===== config.mk =====
export PLATFORM = sky130hd
export DESIGN_NAME = pme_top
export DESIGN_NICKNAME = d
export VERILOG_FILES = /design/src/hw/pme_pkg.sv /design/src/hw/pme_top.sv
export SDC_FILE = /design/constraint.sdc
export NUM_CORES = 1
export LEC_CHECK = 0
export BUFFER_PORTS_ARGS = -buffer_cell sky130_fd_sc_hd__buf_2
export CAP_MARGIN = 10
export CORE_MARGIN = 5
export CORE_UTILIZATION = 50
export DETAILED_ROUTE_END_ITERATION = 7
export PLACE_DENSITY = 0.81
export SKIP_CTS_REPAIR_TIMING = 1
export SLEW_MARGIN = 20
export SYNTH_ARGS = -nofsm -noshare
export SYNTH_HDL_FRONTEND = slang
export SYNTH_SLANG_ARGS = --single-unit

===== constraint.sdc =====
create_clock -name MCLK -period 2.8 [get_ports MCLK]
set_input_delay 0 -clock MCLK [delete_from_list [all_inputs] [get_ports MCLK]]
set_output_delay 0 -clock MCLK [all_outputs]
set_load 0.01 [all_outputs]

===== src/hw/pme_pkg.sv =====
// Purpose: shared constants for the paged memory expansion block
// Assumes: Avalon-MM slave with 32-bit data, one register per word
// Notes:   byte address of a register is four times its index
package pme_pkg;

  // register indices; byte address = index * 4
  localparam logic [6:0] IDX_VEC_START  = 7'h40;
  localparam logic [6:0] IDX_WIN_START  = 7'h42;
  localparam logic [6:0] IDX_WIN_END    = 7'h43;
  localparam logic [6:0] IDX_OFS_HIGH   = 7'h44;
  localparam logic [6:0] IDX_OFS_LOW    = 7'h45;
  localparam logic [6:0] IDX_PORTG_EN   = 7'h71;
  localparam int         ADDR_W         = 9;

  // values after reset
  localparam logic [7:0] RST_VEC_START  = 8'h00;
  localparam logic [7:0] RST_WIN_START  = 8'h01;
  localparam logic [7:0] RST_WIN_END    = 8'h00;
  localparam logic [7:0] RST_OFS_HIGH   = 8'h00;
  localparam logic [7:0] RST_OFS_LOW    = 8'h00;
  localparam logic [7:0] RST_PORTG_EN   = 8'h00;

  // field positions
  localparam int         POS_RANGE_LSB  = 2;
  localparam int         POS_MODE_LSB   = 1;
  localparam int         POS_PIN0_EN    = 0;
  localparam int         POS_GP_EN_LSB  = 3;
  localparam int         CPU_PAGE_LSB   = 10;

  // expansion modes held in the port g enable register
  typedef enum logic [1:0] {
    MODE_NONE  = 2'b00,
    MODE_64K   = 2'b01,
    MODE_128K  = 2'b10,
    MODE_256K  = 2'b11
  } pme_mode_t;

  // bus slave handshake states
  typedef enum logic {
    BUS_IDLE,
    BUS_DONE
  } pme_bus_t;

endpackage


===== src/hw/pme_top.sv =====
// Purpose: address paging, program/vector select and port g pin routing
// Assumes: cpu address and select inputs come from logic on MCLK
// Notes:   all outputs are registered; address, select and port g outputs land one cycle after the cpu address
`timescale 1ns/1ps

module pme_top (
  // clock and reset
  input  wire logic                     MCLK,
  input  wire logic                     RST_N,
  // avalon-mm register slave
  input  wire logic [pme_pkg::ADDR_W-1:0] AVS_ADDRESS,
  input  wire logic                     AVS_READ,
  input  wire logic                     AVS_WRITE,
  input  wire logic [31:0]              AVS_WRITEDATA,
  input  wire logic [3:0]               AVS_BYTEENABLE,
  output logic      [31:0]              AVS_READDATA,
  output logic                          AVS_WAITREQUEST,
  // cpu side
  input  wire logic [15:0]              CPU_ADDR,
  input  wire logic [4:0]               GP_SELECT_N,
  input  wire logic [7:0]               GPIO_OUT,
  input  wire logic [7:0]               GPIO_OE,
  // external bus side
  output logic      [15:0]              EXT_ADDR,
  output logic      [1:0]               EXTENDED_ADDR_LINES,
  output logic                          PROGRAM_SELECT_N,
  output logic                          VECTOR_SELECT_N,
  output logic      [7:0]               PORTG_OUT,
  output logic      [7:0]               PORTG_OE,
  output logic                          PORTG_PULLUP_EN
);

  // reset synchroniser
  logic rst_meta_n;
  logic rst_n;

  // registers
  logic [7:0] vec_start;
  logic [7:0] window_start_reg;
  logic [7:0] window_end_reg;
  logic [7:0] expansion_offset_high;
  logic [7:0] expansion_offset_low;
  logic [7:0] port_g_function_enable;
  pme_pkg::pme_bus_t bus_state;

  // release reset through two flops, assert asynchronously
  always_ff @(posedge MCLK or negedge RST_N) begin
    if (!RST_N) begin
      rst_meta_n <= 1'b0;
      rst_n      <= 1'b0;
    end else begin
      rst_meta_n <= 1'b1;
      rst_n      <= rst_meta_n;
    end
  end

  // bus decode
  wire [6:0] reg_index   = AVS_ADDRESS[pme_pkg::ADDR_W-1:2];
  wire       bus_req     = AVS_READ | AVS_WRITE;
  wire       bus_commit  = (bus_state == pme_pkg::BUS_DONE);
  wire       wr_en       = AVS_WRITE & bus_commit & AVS_BYTEENABLE[0];
  wire       sel_vec     = (reg_index == pme_pkg::IDX_VEC_START);
  wire       sel_wstart  = (reg_index == pme_pkg::IDX_WIN_START);
  wire       sel_wend    = (reg_index == pme_pkg::IDX_WIN_END);
  wire       sel_ofs_hi  = (reg_index == pme_pkg::IDX_OFS_HIGH);
  wire       sel_ofs_lo  = (reg_index == pme_pkg::IDX_OFS_LOW);
  wire       sel_portg   = (reg_index == pme_pkg::IDX_PORTG_EN);
  wire [7:0] wbyte       = AVS_WRITEDATA[7:0];

  // read mux; unmapped indices and unused high bits read zero
  wire [7:0] rd_byte =
    sel_vec    ? vec_start :
    sel_wstart ? window_start_reg :
    sel_wend   ? window_end_reg :
    sel_ofs_hi ? expansion_offset_high :
    sel_ofs_lo ? expansion_offset_low :
    sel_portg  ? port_g_function_enable : 8'h00;

  // handshake: waitrequest idles high, drops for exactly one cycle
  always_ff @(posedge MCLK or negedge rst_n) begin
    if (!rst_n) begin
      bus_state       <= pme_pkg::BUS_IDLE;
      AVS_WAITREQUEST <= 1'b1;
      AVS_READDATA    <= 32'h0000_0000;
    end else begin
      case (bus_state)
        pme_pkg::BUS_IDLE: begin
          if (bus_req) begin
            bus_state       <= pme_pkg::BUS_DONE;
            AVS_WAITREQUEST <= 1'b0;
            AVS_READDATA    <= {24'h00_0000, rd_byte};
          end
        end
        pme_pkg::BUS_DONE: begin
          bus_state       <= pme_pkg::BUS_IDLE;
          AVS_WAITREQUEST <= 1'b1;
        end
        default: begin
          bus_state       <= pme_pkg::BUS_IDLE;
          AVS_WAITREQUEST <= 1'b1;
        end
      endcase
    end
  end

  // register writes take effect at the edge that ends the request
  always_ff @(posedge MCLK or negedge rst_n) begin
    if (!rst_n) begin
      vec_start              <= pme_pkg::RST_VEC_START;
      window_start_reg       <= pme_pkg::RST_WIN_START;
      window_end_reg         <= pme_pkg::RST_WIN_END;
      expansion_offset_high  <= pme_pkg::RST_OFS_HIGH;
      expansion_offset_low   <= pme_pkg::RST_OFS_LOW;
      port_g_function_enable <= pme_pkg::RST_PORTG_EN;
    end else if (wr_en) begin
      if (sel_vec)
        vec_start <= {wbyte[7:2], 2'b00};
      if (sel_wstart)
        window_start_reg <= wbyte;
      if (sel_wend)
        window_end_reg <= {wbyte[7:2], 2'b00};
      if (sel_ofs_hi)
        expansion_offset_high <= {6'h00, wbyte[1:0]};
      if (sel_ofs_lo)
        expansion_offset_low <= {wbyte[7:2], 2'b00};
      if (sel_portg)
        port_g_function_enable <= wbyte;
    end
  end

  // mode and enables
  pme_pkg::pme_mode_t mode;
  assign mode = pme_pkg::pme_mode_t'(port_g_function_enable[pme_pkg::POS_MODE_LSB +: 2]);
  wire [4:0] gp_select_enables  = port_g_function_enable[pme_pkg::POS_GP_EN_LSB +: 5];
  wire       pin0_select_enable = port_g_function_enable[pme_pkg::POS_PIN0_EN];
  wire       expanding          = (mode != pme_pkg::MODE_NONE);
  wire       xa16_pin           = (mode == pme_pkg::MODE_128K) | (mode == pme_pkg::MODE_256K);
  wire       xa17_pin           = (mode == pme_pkg::MODE_256K);

  // range decode on cpu bits 15:10 only, 1 kbyte granularity
  wire [5:0] cpu_page          = CPU_ADDR[15:pme_pkg::CPU_PAGE_LSB];
  wire [5:0] window_start_bits = window_start_reg[7:pme_pkg::POS_RANGE_LSB];
  wire [5:0] window_end_bits   = window_end_reg[7:pme_pkg::POS_RANGE_LSB];
  wire [5:0] vec_start_bits    = vec_start[7:pme_pkg::POS_RANGE_LSB];
  wire       in_window = (cpu_page >= window_start_bits) & (cpu_page <= window_end_bits);
  wire       in_vector = (cpu_page >= vec_start_bits);

  // vector range outranks the program window
  wire       hit_vector  = expanding & in_vector;
  wire       hit_program = expanding & in_window & ~in_vector;

  // translation: 8-bit sum, carry out of bit 7 is simply lost
  wire [7:0] offset_bits = {expansion_offset_high[1:0], expansion_offset_low[7:2]};
  wire [7:0] page_sum    = {2'b00, cpu_page} + offset_bits;

  // upper six lines: sum in window, raw page otherwise
  wire [5:0] next_upper = hit_program ? page_sum[5:0] : cpu_page;

  // extended lines: sum bits in window, forced high in vector space;
  // only the port g pins drop bits above the active width; EXTENDED_ADDR_LINES carries both
  wire       next_xa16 = hit_vector  ? 1'b1 :
                         hit_program ? page_sum[6] :
                         expansion_offset_high[0];
  wire       next_xa17 = hit_vector  ? 1'b1 :
                         hit_program ? page_sum[7] :
                         expansion_offset_high[1];
  wire [1:0] next_xa   = {next_xa17, next_xa16};

  wire       next_prog_n = ~hit_program;
  wire       next_vec_n  = ~hit_vector;
  wire       next_pv_n   = next_prog_n & next_vec_n;

  // port g routing: pin 0 select, pins 2:1 address, pins 7:3 selects
  logic [7:0] next_pg_out;
  logic [7:0] next_pg_oe;
  always_comb begin
    next_pg_out = GPIO_OUT;
    next_pg_oe  = GPIO_OE;
    if (pin0_select_enable) begin
      next_pg_out[0] = next_pv_n;
      next_pg_oe[0]  = 1'b1;
    end
    if (xa16_pin) begin
      next_pg_out[1] = next_xa16;
      next_pg_oe[1]  = 1'b1;
    end
    if (xa17_pin) begin
      next_pg_out[2] = next_xa17;
      next_pg_oe[2]  = 1'b1;
    end
    for (int i = 0; i < 5; i++) begin
      if (gp_select_enables[i]) begin
        next_pg_out[i+3] = GP_SELECT_N[i];
        next_pg_oe[i+3]  = 1'b1;
      end
    end
  end

  // output stage; reset leaves every select and address line high
  always_ff @(posedge MCLK or negedge rst_n) begin
    if (!rst_n) begin
      EXT_ADDR            <= 16'hffff;
      EXTENDED_ADDR_LINES <= 2'b11;
      PROGRAM_SELECT_N    <= 1'b1;
      VECTOR_SELECT_N     <= 1'b1;
      PORTG_OUT           <= 8'hff;
      PORTG_OE            <= 8'h00;
      PORTG_PULLUP_EN     <= 1'b1;
    end else begin
      EXT_ADDR            <= {next_upper, CPU_ADDR[9:0]};
      EXTENDED_ADDR_LINES <= next_xa;
      PROGRAM_SELECT_N    <= next_prog_n;
      VECTOR_SELECT_N     <= next_vec_n;
      PORTG_OUT           <= next_pg_out;
      PORTG_OE            <= next_pg_oe;
      PORTG_PULLUP_EN     <= 1'b1;
    end
  end

endmodule


==> qor.csv <==
stage,metric,value,unit
run_status,failing checks,"DRC, hold timing",
logic_synthesis,Ys Warns,0,
timing,final slew viol count,0,
pwr,sequential share of power,0.519,
timing,Final min period,2.29,ns
setup_path,CP Buf/Inv Count,0,
pwr,power density cells,470,nW/um2
timing,Max-slew headroom,0.380,
die,die area,10400,um2
logic_synthesis,syn_area_per_cell,11.3,um2
clock_tree,worst skew pair latency,0.36,ns
pwr,Sw Share,0.264,
clock_tree,Root Buffer,clkbuf_8,
detailed_routing,Starting DRT DRC Count,133,
cells_and_area,number of fill cells,637,
logic_synthesis,"area leader, netlist",dfrtp_1,
pwr,combinational share of power,0.134,
global_routing,initial antenna violation count,0,
clock_tree,clock buffer depth,2,
run_status,status,"complete, but fails checks",
logic_synthesis,Synth Area in Compound Gates,0.135,
cells_and_area,final core occ,0.654,
pwr,Final Power,2.53,mW
global_routing,All-Layer GR Usage,0.187,
cells_and_area,# nets final,629,
timing,Achievable Freq,436,MHz
logic_synthesis,mux cell area share after synthesis,0.0767,
logic_synthesis,Post-synth EDFFs,0,
pwr,Clk pwr share,0.347,
logic_synthesis,mapped cell area,4210,um2
timing,setup TNS,0,ns
timing,RSZ-0062 raised after global routing,no,
global_routing,vias in the first global route,3038,
setup_path,Critical Path RT,3.08,ns
setup_path,"most used cell, CP",a211oi_1,
global_routing,largest net degree at the start of global routing,83,
cells_and_area,layout cells sized above 1,0.373,
detailed_routing,DRC,1,
detailed_routing,TritonRoute pass-1 iters,8,
clock_tree,Clock Sinks,84,
logic_synthesis,post-synthesis cell count,372,
setup_path,worst-path cell chain,"ha_1, fa_1, a211oi_1, o21bai_1, a21oi_1, nor4_4, a211oi_1, a31oi_1",
clock_tree,clock slew at reported path FFs,0.09,ns
die,Die W,102,um
detailed_routing,routed vias/inst,5.15,
setup_path,CP Launch Type,register,
pwr,Leak Pwr,2.65,nW
logic_synthesis,simple-gate portion of the synthesized area,0.111,
global_routing,first-pass GRT wire length,14800,um
clock_tree,CTS Buf Count,9,
logic_synthesis,top cell type's share of synthesized area,0.321,
logic_synthesis,"Seq/Total Area, Yosys",0.508,
job,Max Cap Viol,0,
timing,Final Setup Violations,0,
logic_synthesis,Synth Register Bits,84,
worst_hold_path,Hold/Removal Path Class,in2reg,
timing,clk_skew,0.0145,ns
logic_synthesis,Synth async-reset ratio,1.00,
die,Initial Util,0.512,
logic_synthesis,post-synth cell types,55,
setup_path,"CP delay by family, top",compound AO/OA/AOI/OAI gates,
cells_and_area,"Most flops, register",EXT_ADDR,
detailed_routing,Vias,3237,
die,row count,33,
placement,post-DP HPWL,7260,um
timing,worst-margin pin slew,0.928,ns
clock_tree,htree depth,3,
pwr,Peak VDD IR,259,uV
setup_path,crit-path max FO,3,
detailed_routing,Avg WL per Cell,16.1,um
setup_path,Worst Setup End Kind,register,
pwr,cell internal pwr,1.86,mW
logic_synthesis,xor and xnor area share after synthesis,0.0104,
die,Die Ht,102,um
timing,period utilisation layout,0.819,
cells_and_area,Diodes inserted,0,
cells_and_area,P&R area growth vs syn,27.7,%
die,CORE AREA,8220,um2
pwr,NetSw,0.668,mW
logic_synthesis,Synth area leaders,"dfrtp_1 (32%), dfstp_2 (19%), ha_1 (7.1%), mux2_2 (7.0%), buf_4 (4.6%)",
timing,Hold Slack,-0.0183,ns
detailed_routing,final WL,10100,um
setup_path,"slowest stage delay, CP",0.45,ns
logic_synthesis,largest family of logic cells by synthesized area,compound AO/OA/AOI/OAI gates,
logic_synthesis,Adder-Cell Fraction of Synth Area,0.0761,
logic_synthesis,top_reg_cell synth,dfrtp_1,
clock_tree,CTS tree,yes,
cells_and_area,max reg flops,16,
timing,Final Hold Viols,1,
setup_path,Worst path slowest cell,fa_1,
die,I/O pin cnt,156,
setup_path,Crit Path Class,reg2reg,
setup_path,CP Data Arrival Time,2.57,ns
detailed_routing,post-route ant nets,0,
placement,gpl congestion,0.891,
global_routing,gr ovfl total,0,
placement,Port-buffer cells,101,
cells in the mapped netlist (2+ instances only):
master / number
and3_1: 2
dfstp_2: 30
o21bai_1: 2
a21o_1: 4
conb_1: 2
o21ai_0: 30
inv_1: 22
and2_1: 4
clkbuf_1: 5
buf_4: 26
a21oi_1: 19
buf_2: 6
a31oi_1: 3
nor3_1: 2
a222oi_1: 8
o211ai_1: 2
ha_1: 24
nand2b_1: 5
nor4_4: 2
nor2_1: 12
dfrtp_1: 54
nand2_1: 36
a211oi_1: 5
or2_2: 7
xnor2_1: 4
mux2_2: 26
mux2_4: 2
cells by family (layout without fill, tap and decap cells):
logic type | count (synthesis) | in the layout
flops | 84 | 84
simple gates | 84 | 84
compound gates | 83 | 83
buf+inv | 61 | 188
mux | 28 | 28
fa+ha+maj | 25 | 25
xor+xnor | 5 | 5
other cells | 2 | 26
path summary, 6_finish.rpt:
kind                                               from                     end  slack (ns)  cells after the start
worst min register to register                    rst_n             PORTG_OE[5]        0.29                      0
worst max register to register  expansion_offset_low[2]  EXTENDED_ADDR_LINES[0]        0.51                      8
min in group asynchronous                         rst_n             PORTG_OE[5]        0.29                      0
worst min-delay path                       CPU_ADDR[10]            EXT_ADDR[10]       -0.02                      4
worst max-delay path            expansion_offset_low[2]  EXTENDED_ADDR_LINES[0]        0.51                      8
max in group asynchronous                         rst_n            PORTG_OUT[0]        1.87                      1
power by group through the flow:
stage | Combinational [mW] | Clock, mW | Sequential, mW
2_1_floorplan | 0.168 | 0 | 1.35
3_3_place_gp | 0.261 | 0 | 1.34
3_5_place_dp | 0.269 | 0 | 1.35
4_1_cts | 0.271 | 0.905 | 1.33
5_1_grt | 0.375 | 0.960 | 1.32
6_report | 0.338 | 0.877 | 1.31
worst min-delay path, stage by stage:
cell and delay [ns]:
buf_2 0.09, ha_1 0.12, nand2_1 0.04, o21ai_0 0.07
layer usage:
metal,global-route usage,vias to the layer above,routed length (um)
met4,0.0634,0,182
met1,0.238,1549,4140
met2,0.308,125,4960
li1,-,1545,-
met3,0.0510,18,828
met5,0,-,0
layout by cell type, fill, tap and decap left out, types with 3 or more instances in the layout:
| master | count |
|---|---|
| inv_6 | 3 |
| xnor2_1 | 4 |
| dfstp_2 | 30 |
| a21oi_1 | 19 |
| a211oi_1 | 5 |
| dlygate4sd3_1 | 45 |
| nand2_1 | 36 |
| o21ai_0 | 30 |
| a31oi_1 | 3 |
| clkbuf_8 | 9 |
| buf_2 | 101 |
| nand2b_1 | 5 |
| inv_1 | 22 |
| a21o_1 | 4 |
| or2_2 | 7 |
| and2_1 | 4 |
| dfrtp_1 | 53 |
| conb_1 | 26 |
| a222oi_1 | 8 |
| nor2_1 | 12 |
| mux2_2 | 26 |
| ha_1 | 24 |
stage by stage:
step	hold slack [ns]	setup slack [ns]	instances	cell area, um2
2_1_floorplan	-0.296	0.340	396	4300
3_3_place_gp	-0.215	0.577	566	4700
3_5_place_dp	-0.213	0.540	566	4700
4_1_cts	-0.604	0.504	582	4900
5_1_grt	0.0168	0.417	628	5380
6_report	-0.0183	0.506	628	5380
final cells by class:
class | count | area (um2) | share of cell area
timing repair buffer | 149 | 998 | 0.186
sequential | 84 | 2140 | 0.399
tap | 105 | 131 | 0.0244
multi-input combinational | 251 | 1820 | 0.338
inverter | 23 | 86.3 | 0.0161
clock inverter | 7 | 73.8 | 0.0137
clock buffer | 9 | 124 | 0.0230
Power figures use the tool's default switching activity.
